`src/rtl/adcc_defines.svh`:
```
// Register indices, field positions, reset values and timing counts for the converter control block.
// Included by bare name from every design file that needs them; it holds definitions only.
`ifndef ADCC_DEFINES_SVH
`define ADCC_DEFINES_SVH

// Register indices; the byte address on the bus is four times the index.
`define ADCC_IDX_PORT    8'h06
`define ADCC_IDX_STATUS  8'h0C
`define ADCC_IDX_RESULT  8'h1E
`define ADCC_IDX_CTRL    8'h1F
`define ADCC_IDX_PINCFG  8'h9F

// Fields of converter_control.
`define ADCC_CLKSEL_HI   7
`define ADCC_CLKSEL_LO   6
`define ADCC_CHAN_HI     4
`define ADCC_CHAN_LO     3
`define ADCC_BUSY_BIT    2
`define ADCC_POWER_BIT   0
`define ADCC_CTRL_WMASK  8'hDD
`define ADCC_CLK_RC      2'h3

// Fields of the status register.
`define ADCC_ST_FLAG     0
`define ADCC_ST_IRQEN    1
`define ADCC_ST_PINCHG   2
`define ADCC_ST_EXTIRQ   3
`define ADCC_ST_OFF      4

// Reset values.
`define ADCC_CTRL_RST    8'h00
`define ADCC_PINCFG_RST  3'h0

// Oscillator divide ratios per bit period, and the derived half-period reload.
`define ADCC_DIV_A       2
`define ADCC_DIV_B       8
`define ADCC_DIV_C       32
`define ADCC_HALF_A      4'((`ADCC_DIV_A / 2) - 1)
`define ADCC_HALF_B      4'((`ADCC_DIV_B / 2) - 1)
`define ADCC_HALF_C      4'((`ADCC_DIV_C / 2) - 1)

// Sequence lengths in half bit periods, and the instruction-cycle wait in clocks.
`define ADCC_CONV_HALVES 5'd19
`define ADCC_HOLD_HALVES 5'd4
`define ADCC_INSTR_TOSC  5'd4

`endif

```
`src/rtl/adcc_pkg.sv`:
```
// Types shared by the converter control block: sequencer states and the state records.
// Assumes nothing of its surroundings.
package adcc_pkg;

    typedef enum logic [1:0] {
        ST_IDLE   = 2'b00,
        ST_RCWAIT = 2'b01,
        ST_CONV   = 2'b10,
        ST_HOLD   = 2'b11
    } adcc_state_e;

    typedef struct packed {
        logic       rc1;
        logic       rc2;
        logic       rc3;
        logic       rc_val;
        logic [3:0] div;
        logic       tick;
    } adcc_tick_s;

    typedef struct packed {
        logic        ack;
        logic [7:0]  rd;
        logic [7:0]  ctrl;
        logic [2:0]  port_config;
        logic [7:0]  result;
        logic        flag;
        logic        irq_en;
        logic        pin_flag;
        logic        ext_flag;
        logic        sleep_off;
        adcc_state_e state;
        logic [4:0]  cnt;
        logic [2:0]  bidx;
        logic [7:0]  dac;
        logic        wake;
        logic [3:0]  pin_s1;
        logic [3:0]  pin_s2;
        logic [3:0]  pin_s3;
        logic [3:0]  pin_val;
    } adcc_top_s;

endpackage

```
`src/rtl/adcc_bit_clock.sv`:
```
// Half bit-period tick generator for the converter sequencer.
// Assumes sys_clk is the device oscillator and rc_clk a free RC clock from outside this domain.
`include "adcc_defines.svh"

module adcc_bit_clock (
    input  wire logic       sys_clk,
    input  wire logic       reset_n,
    input  wire logic [1:0] clk_sel,
    input  wire logic       run,
    input  wire logic       rc_clk,
    output logic            half_tick
);

    adcc_pkg::adcc_tick_s st;
    adcc_pkg::adcc_tick_s next_st;
    logic [3:0]           lim;

    // Reload value for the oscillator divider, one half bit period long.
    always_comb begin
        if (clk_sel == 2'h0) begin
            lim = `ADCC_HALF_A;
        end else if (clk_sel == 2'h1) begin
            lim = `ADCC_HALF_B;
        end else begin
            lim = `ADCC_HALF_C;
        end
    end

    // Each settled RC edge is one half period; the divider is held while idle so the first tick is full length.
    always_comb begin
        next_st        = st;
        next_st.rc1    = rc_clk;
        next_st.rc2    = st.rc1;
        next_st.rc3    = st.rc2;
        next_st.tick   = 1'b0;
        if (st.rc2 == st.rc3) begin
            next_st.rc_val = st.rc3;
        end
        if (clk_sel == `ADCC_CLK_RC) begin
            next_st.div  = 4'h0;
            next_st.tick = run & (st.rc2 == st.rc3) & (st.rc3 != st.rc_val);
        end else if (!run) begin
            next_st.div = 4'h0;
        end else if (st.div >= lim) begin
            next_st.div  = 4'h0;
            next_st.tick = 1'b1;
        end else begin
            next_st.div = st.div + 4'h1;
        end
    end

    // State register.
    always_ff @(posedge sys_clk or negedge reset_n) begin
        if (!reset_n) begin
            st <= '0;
        end else begin
            st <= next_st;
        end
    end

    assign half_tick = st.tick;

endmodule

```
`src/rtl/adcc_top.sv`:
```
// Control logic of a four-input 8-bit successive-approximation converter with its register file.
// Assumes an Avalon-MM master on SYS_CLK, an analog comparator and trial DAC outside, and a CPU sleep level.
//
// Local design decision: register access over Avalon-MM.
`include "adcc_defines.svh"

module adcc_top (
    input  wire logic        SYS_CLK,
    input  wire logic        RESET_N,
    input  wire logic [9:0]  AVS_ADDRESS,
    input  wire logic        AVS_READ,
    input  wire logic        AVS_WRITE,
    input  wire logic [31:0] AVS_WRITEDATA,
    input  wire logic [3:0]  AVS_BYTEENABLE,
    output logic [31:0]      AVS_READDATA,
    output logic             AVS_WAITREQUEST,
    input  wire logic        SLEEP,
    input  wire logic        RC_CLK,
    input  wire logic        COMP_IN,
    input  wire logic [3:0]  PIN_IN,
    output logic             ANALOG_ENABLE,
    output logic             SAMPLE,
    output logic [1:0]       CHANNEL,
    output logic [7:0]       DAC_CODE,
    output logic [3:0]       ANALOG_PINS,
    output logic             REF_FROM_PIN,
    output logic             WAKE
);

    adcc_pkg::adcc_top_s st;
    adcc_pkg::adcc_top_s next_st;
    logic                half_tick;
    logic                req;
    logic                take;
    logic                active;
    logic                done;
    logic [7:0]          idx;
    logic [7:0]          dac_dec;
    logic [7:0]          bit_mask;
    logic [4:0]          cur_cfg;
    logic [4:0]          new_cfg;
    logic [3:0]          port_read;

    // Pin configuration decode: {reference from pin, analog inputs GP4..GP0 order bits 3..0}.
    function automatic logic [4:0] cfg_decode(input logic [2:0] code);
        logic [4:0] r;
        r = 5'h00;
        if (code == 3'h0) begin
            r = 5'h0F;
        end else if (code == 3'h1) begin
            r = 5'h1D;
        end else if (code == 3'h2) begin
            r = 5'h07;
        end else if (code == 3'h3) begin
            r = 5'h15;
        end else if (code == 3'h4) begin
            r = 5'h03;
        end else if (code == 3'h5) begin
            r = 5'h11;
        end else if (code == 3'h6) begin
            r = 5'h01;
        end else begin
            r = 5'h00;
        end
        return r;
    endfunction

    adcc_bit_clock u_bit_clock (
        .sys_clk   (SYS_CLK),
        .reset_n   (RESET_N),
        .clk_sel   (st.ctrl[`ADCC_CLKSEL_HI:`ADCC_CLKSEL_LO]),
        .run       (st.state != adcc_pkg::ST_IDLE),
        .rc_clk    (RC_CLK),
        .half_tick (half_tick)
    );

    // Bus handshake: every access takes exactly one wait state, so read data can be registered.
    assign req             = AVS_READ | AVS_WRITE;
    assign take            = req & st.ack;
    assign AVS_WAITREQUEST = req & ~st.ack;
    assign idx             = AVS_ADDRESS[9:2];

    // Shared decodes used by the sequencer and the register file.
    assign active    = st.ctrl[`ADCC_POWER_BIT] & ~st.sleep_off;
    assign bit_mask  = 8'h01 << st.bidx;
    // The comparator answers the trial code that this block drives, so it is read directly.
    // Three synchroniser flops would outlast one half bit period at the fastest divider.
    assign dac_dec   = COMP_IN ? st.dac : (st.dac & ~bit_mask);
    assign done      = (st.state == adcc_pkg::ST_CONV) & half_tick & (st.cnt == `ADCC_CONV_HALVES - 5'd1);
    assign cur_cfg   = cfg_decode(st.port_config);
    assign new_cfg   = cfg_decode(AVS_WRITEDATA[2:0]);
    assign port_read = st.pin_val & ~(cur_cfg[3:0] | {2'h0, cur_cfg[4], 1'b0});

    // Next state. Software writes are applied first so that hardware events land on top and win.
    always_comb begin
        next_st        = st;
        next_st.ack    = req & ~st.ack;
        next_st.wake   = 1'b0;
        next_st.pin_s1 = PIN_IN;
        next_st.pin_s2 = st.pin_s1;
        next_st.pin_s3 = st.pin_s2;
        next_st.pin_val = (st.pin_s2 & st.pin_s3) | (st.pin_val & (st.pin_s2 ^ st.pin_s3));

        // Read data is captured in the wait cycle and stands in the cycle the access completes.
        if (AVS_READ & ~st.ack) begin
            if (idx == `ADCC_IDX_CTRL) begin
                next_st.rd = st.ctrl;
            end else if (idx == `ADCC_IDX_PINCFG) begin
                next_st.rd = {5'h00, st.port_config};
            end else if (idx == `ADCC_IDX_RESULT) begin
                next_st.rd = st.result;
            end else if (idx == `ADCC_IDX_PORT) begin
                next_st.rd = {4'h0, port_read};
            end else if (idx == `ADCC_IDX_STATUS) begin
                next_st.rd = {3'h0, st.sleep_off, st.ext_flag, st.pin_flag, st.irq_en, st.flag};
            end else begin
                next_st.rd = 8'h00;
            end
        end

        // Register writes on the completing edge; unmapped writes are dropped.
        if (take & AVS_WRITE & AVS_BYTEENABLE[0]) begin
            if (idx == `ADCC_IDX_CTRL) begin
                next_st.ctrl = AVS_WRITEDATA[7:0] & `ADCC_CTRL_WMASK;
                if (!AVS_WRITEDATA[`ADCC_POWER_BIT]) begin
                    next_st.ctrl[`ADCC_BUSY_BIT] = 1'b0;
                end
            end else if (idx == `ADCC_IDX_PINCFG) begin
                next_st.port_config = AVS_WRITEDATA[2:0];
                if (new_cfg != cur_cfg) begin
                    next_st.pin_flag = 1'b1;
                end
                if (new_cfg[0] != cur_cfg[0]) begin
                    next_st.ext_flag = 1'b1;
                end
            end else if (idx == `ADCC_IDX_RESULT) begin
                next_st.result = AVS_WRITEDATA[7:0];
            end else if (idx == `ADCC_IDX_STATUS) begin
                next_st.flag     = AVS_WRITEDATA[`ADCC_ST_FLAG];
                next_st.irq_en   = AVS_WRITEDATA[`ADCC_ST_IRQEN];
                next_st.pin_flag = AVS_WRITEDATA[`ADCC_ST_PINCHG];
                next_st.ext_flag = AVS_WRITEDATA[`ADCC_ST_EXTIRQ];
            end
        end

        // Leaving sleep brings a converter that sleep switched off back to life.
        if (!SLEEP) begin
            next_st.sleep_off = 1'b0;
        end

        // Conversion sequencer.
        case (st.state)
            adcc_pkg::ST_IDLE: begin
                next_st.cnt  = 5'd0;
                next_st.bidx = 3'd7;
                if (active & next_st.ctrl[`ADCC_BUSY_BIT]) begin
                    next_st.dac = 8'h00;
                    if (next_st.ctrl[`ADCC_CLKSEL_HI:`ADCC_CLKSEL_LO] == `ADCC_CLK_RC) begin
                        next_st.state = adcc_pkg::ST_RCWAIT;
                    end else begin
                        next_st.state = adcc_pkg::ST_CONV;
                    end
                end
            end
            adcc_pkg::ST_RCWAIT: begin
                // The wait lets a sleep request land before any switching starts.
                if (st.cnt == `ADCC_INSTR_TOSC - 5'd1) begin
                    next_st.cnt   = 5'd0;
                    next_st.state = adcc_pkg::ST_CONV;
                end else begin
                    next_st.cnt = st.cnt + 5'd1;
                end
            end
            adcc_pkg::ST_CONV: begin
                if (SLEEP & (st.ctrl[`ADCC_CLKSEL_HI:`ADCC_CLKSEL_LO] != `ADCC_CLK_RC)) begin
                    next_st.sleep_off             = 1'b1;
                    next_st.ctrl[`ADCC_BUSY_BIT]  = 1'b0;
                    next_st.state                 = adcc_pkg::ST_IDLE;
                end else if (done) begin
                    next_st.result                = dac_dec;
                    next_st.ctrl[`ADCC_BUSY_BIT]  = 1'b0;
                    next_st.flag                  = 1'b1;
                    next_st.dac                   = dac_dec;
                    next_st.cnt                   = 5'd0;
                    next_st.state                 = adcc_pkg::ST_HOLD;
                    if (SLEEP & st.irq_en) begin
                        next_st.wake = 1'b1;
                    end else if (SLEEP) begin
                        next_st.sleep_off = 1'b1;
                    end
                end else if (half_tick) begin
                    // The first three halves pass with SAMPLE already low; then each bit is set, then judged.
                    next_st.cnt = st.cnt + 5'd1;
                    if (st.cnt >= 5'd3 && st.cnt[0]) begin
                        next_st.dac = st.dac | bit_mask;
                    end else if (st.cnt >= 5'd4 && !st.cnt[0]) begin
                        next_st.dac  = dac_dec;
                        next_st.bidx = st.bidx - 3'd1;
                    end
                end
            end
            adcc_pkg::ST_HOLD: begin
                if (half_tick) begin
                    next_st.cnt = st.cnt + 5'd1;
                    if (st.cnt == `ADCC_HOLD_HALVES - 5'd1) begin
                        next_st.state = adcc_pkg::ST_IDLE;
                    end
                end
            end
            default: begin
                next_st.state = adcc_pkg::ST_IDLE;
            end
        endcase

        // A software clear of busy during the wait or the conversion aborts without touching the result.
        if ((st.state == adcc_pkg::ST_RCWAIT || st.state == adcc_pkg::ST_CONV) &&
            !next_st.ctrl[`ADCC_BUSY_BIT] && !done && !next_st.sleep_off) begin
            next_st.cnt   = 5'd0;
            next_st.state = adcc_pkg::ST_HOLD;
        end

        // Power off overrides the state and busy bit set above and parks the sequencer; a same-cycle completion's result and flag stand.
        if (!next_st.ctrl[`ADCC_POWER_BIT]) begin
            next_st.ctrl[`ADCC_BUSY_BIT] = 1'b0;
            next_st.state                = adcc_pkg::ST_IDLE;
        end
    end

    // State register; the all-zero reset is the documented off, /2, channel zero, all-analog state.
    always_ff @(posedge SYS_CLK or negedge RESET_N) begin
        if (!RESET_N) begin
            st <= '0;
        end else begin
            st <= next_st;
        end
    end

    // Outputs. The sampler stays on the pin while the converter is active and idle; nothing ever discharges the hold capacitor.
    assign AVS_READDATA  = {24'h000000, st.rd};
    assign ANALOG_ENABLE = active;
    assign SAMPLE        = active & (st.state == adcc_pkg::ST_IDLE);
    assign CHANNEL       = st.ctrl[`ADCC_CHAN_HI:`ADCC_CHAN_LO];
    assign DAC_CODE      = st.dac;
    assign ANALOG_PINS   = cur_cfg[3:0];
    assign REF_FROM_PIN  = cur_cfg[4];
    assign WAKE          = st.wake;
endmodule

```
`config.mk`:
```
export PLATFORM = sky130hd
export DESIGN_NAME = adcc_top
export DESIGN_NICKNAME = d
export VERILOG_FILES = /design/src/rtl/adcc_pkg.sv /design/src/rtl/adcc_bit_clock.sv /design/src/rtl/adcc_top.sv
export VERILOG_INCLUDE_DIRS = /design/src /design/src/rtl
export SDC_FILE = /design/constraint.sdc
export NUM_CORES = 1
export LEC_CHECK = 0
export ABC_AREA = 1
export BUFFER_PORTS_ARGS = -buffer_cell sky130_fd_sc_hd__buf_2
export CORE_UTILIZATION = 53
export DETAILED_ROUTE_END_ITERATION = 6
export PLACE_DENSITY = 0.76
export SLEW_MARGIN = 20
export SYNTH_ARGS = -nofsm -noshare
export SYNTH_HDL_FRONTEND = slang
export SYNTH_SLANG_ARGS = --single-unit
```
`constraint.sdc`:
```
create_clock -name SYS_CLK -period 4.3 [get_ports SYS_CLK]
set_input_delay 0.43 -clock SYS_CLK [delete_from_list [all_inputs] [get_ports SYS_CLK]]
set_output_delay 0.43 -clock SYS_CLK [all_outputs]
set_load 0.01 [all_outputs]
```
Word-level counts from Yosys, hierarchy flattened:

Index checks and enable logic that the tools add are counted.
W data, S select, Z words.

* output and inout bits: 51
* word-level logic and storage cells: 212
* bits in latches: 0
* ROM bits: 0
* register bits after elaboration: 75
* memories kept: 0
* bits of input ports: 57
* bits in writable memories: 0

* multiplexer cells: 74
* equal/unequal tests: 49
* $mul: 0
* shift operators: 1
* $lt $le $gt $ge: 3
* bitwise gates (word level): 30
* reductions and logical operators: 26
* add/sub/neg operators: 3
* divide/modulo/power cells: 0

Operator list (count)
* $mux W5: 17
* $mux W8: 9
* $pmux W7 S4: 1
* $mux W9: 3
* $reduce_and A5 Y1: 5
* $mux W4: 6
* $mux W23: 1
* $pmux W11 S2: 1
* $eq A3 B3 Y1 const B: 6
* $mux W1: 18
* $mux W17: 1
* $eq A8 B5 Y1 const B: 2
* $mux W16: 1
* $mux W15: 1
* $mux W3: 5
* $and A1 B1 Y1: 14
* $mux W7: 2
* $and A4 B4 Y4: 3
* $eq A3 B2 Y1 const B: 4
* $mux W2: 6
* $ne A2 B2 Y1 const B: 6
* $mux W11: 1
* $mux W10: 1
* $ne A3 B2 Y1 const B: 3
* 41 further kinds: 69

Logic depth before layout (Yosys ltp):

* depth in word-level cells: 22
* depth in mapped cells: 13
* mapped depth without buffers: 13

Hierarchy:

Synthesis repeated with hierarchy kept, for this count alone.

* cell total of the unflattened synthesis: 575
* area, all modules: 4620.7 um^2

Modules (own cells, without submodules)
* adcc_top: cells an instance 518, instances 1, sequential area each 1651.6 um^2, area each 4132.7 um^2
* adcc_bit_clock: cells an instance 57, instances 1, sequential area each 225.2 um^2, area each 488.0 um^2

Worst setup path after synthesis:

OpenSTA, ideal clock, no wires.

* kind: register to register
* start: register st[33] (netlist bit)
* end: register st[33] (netlist bit)
* path slack: 2.650 ns
* arrival time: 1.532 ns
* data required time: 4.182 ns
* buffers on the path: 0
* period minus slack after synthesis: 1.650 ns
* stages on the path, launching flop included: 14
* setup time: 0.118 ns
* path through: dfrtp_1 > inv_1 > ha_1 > nand2_1 > nor2_1 > nand2_1 > inv_1 > nand2_1 > nand3_1 > nor2_1 > nand2_2 > nand3_1 > nand3_1 > nand2_1

RTL lines
* start: declaration: RTL line adcc_top.sv:30 `adcc_pkg::adcc_top_s st;`
* start signal: assignment: RTL line adcc_top.sv:234 `st <= next_st;`

Final worst setup path:

* start: register st[33] (netlist bit)
* end: register st[34] (netlist bit)

* cells in the longest elaborated chain, start to end: 12
* elaborated cells on any way between the ends: 28
* those cells by class: 8 x eq/ne; 9 x mux; 2 x bitwise; 9 x reduce/logical

RTL lines
* $eq A2 B2 Y1: RTL line adcc_top.sv:89, adcc_top.sv:152, adcc_top.sv:216
* $and A1 B1 Y1 (2 in a row): RTL line adcc_top.sv:89 `` assign done = (st.state == adcc_pkg::ST_CONV) & half_tick & (st.cnt == `ADCC_CONV_HALVES - 5'd1); ``
* $mux W1: RTL line adcc_top.sv:179 `end else if (done) begin`
* $mux W1: RTL line adcc_top.sv:175 `` if (SLEEP & (st.ctrl[`ADCC_CLKSEL_HI:`ADCC_CLKSEL_LO] != `ADCC_CLK_RC)) begin ``
* $mux W1: RTL line adcc_top.sv:152 `case (st.state)`
* $logic_not A1 Y1: RTL line adcc_top.sv:217 `` !next_st.ctrl[`ADCC_BUSY_BIT] && !done && !next_st.sleep_off) begin ``
* $logic_and A1 B1 Y1 (3 in a row): RTL line adcc_top.sv:216 `if ((st.state == adcc_pkg::ST_RCWAIT || st.state == adcc_pkg::ST_CONV) &&`
* $ne A5 B3 Y1 (no source line) (tied with other cells)
* $reduce_and A5 Y1 (no source line) / $mux W2 (equally long branches)

Several ways; a longest one is shown, not always the timed one. The select of a mux whose other input is x is not followed.
A chain may end at the register's enable or synchronous reset.

==> impl_metrics.toml <==
[sta]
fmax_mhz = 388
whs_ns = 0.166
hold_viol_final = 0
skew_ns = 0.0122
fin_crit_sh_pct = 59.9
rsz0062_at_grt = "false"
setup_viol = 0
max_slew_margin_pct = 37.6
worst_pin_slew_ns = 0.936
post-route-min-period_ns = 2.57
drv_slew = 0
fin_setup_tns_ns = 0

[logic_synthesis]
async_flop_share_pct = 100
synth-edff-count = 0
ys_seq_area_share_pct = 43.5
ys_ff_latch = 75
ys_top_cells_by_area = "dfrtp_1, nand2_1, buf_4"
netlist_area_um2 = 4320
synth_cell_type_count = 40
syn_avg_cell_area_um2 = 8.34
synth_cells = 518
ys.warnings.count = 0
ys.flop_type = "dfrtp_1"
synth_top_area_share_pct = 43.5
yosys.area.top_type = "dfrtp_1"

[layout]
final_common_cell = "nand2_1"
final_cell_mix = "nand2_1, dfrtp_1, inv_1, buf_2, o21ai_0"
fin_nets = 638
syn_to_final_growth_pct = 7.88
drive_above_1_share_pct = 16.1
antenna_cells = 0
final_area_um2 = 4660

[outcome]
status = "finished, final reports clean"

[clock_tree]
cts.sinks = 75
cts_resized = 0
postCtsHoldBufs = 0
cts_root_buf = "clkbuf_8"
clock_path_buffers = 2
cts_tree = "yes"
worstSkewPairLatency_ns = 0.36
cts-buffers-inserted = 9
cts_max_level = 3
clk_pin_slew_ns = 0.09
cts_setup_buffers = 0

[routing]
viasPerCell = 5.12
routed_wl_um = 8670
ant_nets = 0
firstDrtPassIters = 4
vias = 3417
drt_iter0_markers = 236
drc = 0
avgRoutedWirePerCell_um = 13.0

[floorplan]
die_area_um2 = 8510
initial_core_util_pct = 55.3
die_x_um = 92.3
rows = 32
chipHeight_um = 92.3
io_pins = 108
core_area_um2 = 7810

[placement]
dp_hpwl_um = 6290
place_area_um2 = 4460
gp_congestion = 0.878
io_buffers = 54

[power_and_ir_drop]
peakVddDrop_v = 0.000182
p_total_mw = 1.44
p_per_area_nw_per_um2 = 310
leakagePower_nw = 2.45

[setup_path]
crit_start = "st[33]"
worstSetupStartpointType = "flip-flop"
end_kind = "flip-flop"
worstPathMaxFanout = 11
worstPathArrival_ns = 2.88
worst_ep_required_time_ns = 4.60
crit_type = "flip-flop to flip-flop"
r2r-start = "st[33]"

[global_route]
grt_pass1_wl_um = 14900
antenna_found_initial = 0
overflow = 0
grt_pass1_vias = 3183
grt_max_degree = 76
grt_usage_pct = 22.4

[hold_path]
hold_start = "PIN_IN[3]"
hold_path_class = "primary input to flip-flop"

[job]
drv_cap = 0
state kept, by name (all words and copies together), names as in the netlist:
signal / count
u_bit_clock.next_st: 2
WAKE: 1
CHANNEL: 2
u_bit_clock.half_tick: 1
u_bit_clock.st: 6
st: 39
next_st: 8
DAC_CODE: 8
AVS_READDATA: 8
area by class of cell:
type                    count  area, µm²
fillers                   686       3150
repair buffers             54        273
clock buffers               9        124
multi-input cells         356       1940
clock inverters             7       76.3
well taps                 102        128
inverters                  64        240
flip-flops and latches     75       1880
through the flow:
stage	util (%)	setup WS, ns	std cells
floorplan	-	2.65	541
global placement	57.1	1.80	651
detailed placement	57.1	1.79	651
CTS	59.7	1.78	667
global route	59.7	1.52	667
finish	59.7	1.73	667
layer usage:
metal	vias up	share of wire [%]	global-route usage (%)	wire length [µm]
li1	1703	-	-	-
met1	1594	48	30.6	4120
met2	109	46	34.1	3990
met3	11	4.9	4.56	421
met4	0	1.5	10.3	134
met5	-	0	0	0
Yosys cell counts, types with 3 or more instances:
master and number:
nor3_1 13, nor2_8 3, ha_1 21, dfrtp_1 75, o21ai_0 46, nand3_1 19, xnor2_1 3, a31oi_1 4
nand2_1 111, a21o_1 4, buf_4 42, nand2_2 4, xor2_1 4, o21ai_1 5, nand4_1 8, nor2_1 33
inv_1 62, a21oi_1 31
power breakdown:
part	internal (mW)	switching, mW
registers	0.731	0.0152
clock network	0.271	0.292
logic	0.0440	0.0904
kinds of logic (layout without fill, tap and decap cells):
kind of cell,count (synthesis),count (layout),synth area share [%]
AND/OR/NAND/NOR,202,202,22.1
buffers and inverters,110,134,13.6
AO/OA/AOI/OAI,102,102,13.3
flip-flops,75,75,43.5
adder cells (fa/ha/maj),21,21,6.09
XOR/XNOR,7,7,1.42
other,1,24,0.0868
worst paths after layout:
check,end,slack (ns),depth (start not counted)
worst max-delay path,st[34],1.73,12
worst min register to register,next_st[5],0.35,0
max in group asynchronous,st[29],3.48,1
min in group asynchronous,st[6],0.19,1
worst max register to register,st[34],1.73,12
worst min-delay path,next_st[11],0.17,1
worst max-delay path, stage by stage (launching register included):
cell,delay [ns]
dfrtp_1,0.43
inv_1,0.10
ha_1,0.25
nand2_1,0.07
nor2_1,0.10
nand2_1,0.15
nor2_1,0.66
inv_1,0.35
nand3_1,0.15
nand2_1,0.06
nand2_1,0.06
nand3_1,0.08
nand2_1,0.07
Power figures use the tool's default switching activity.
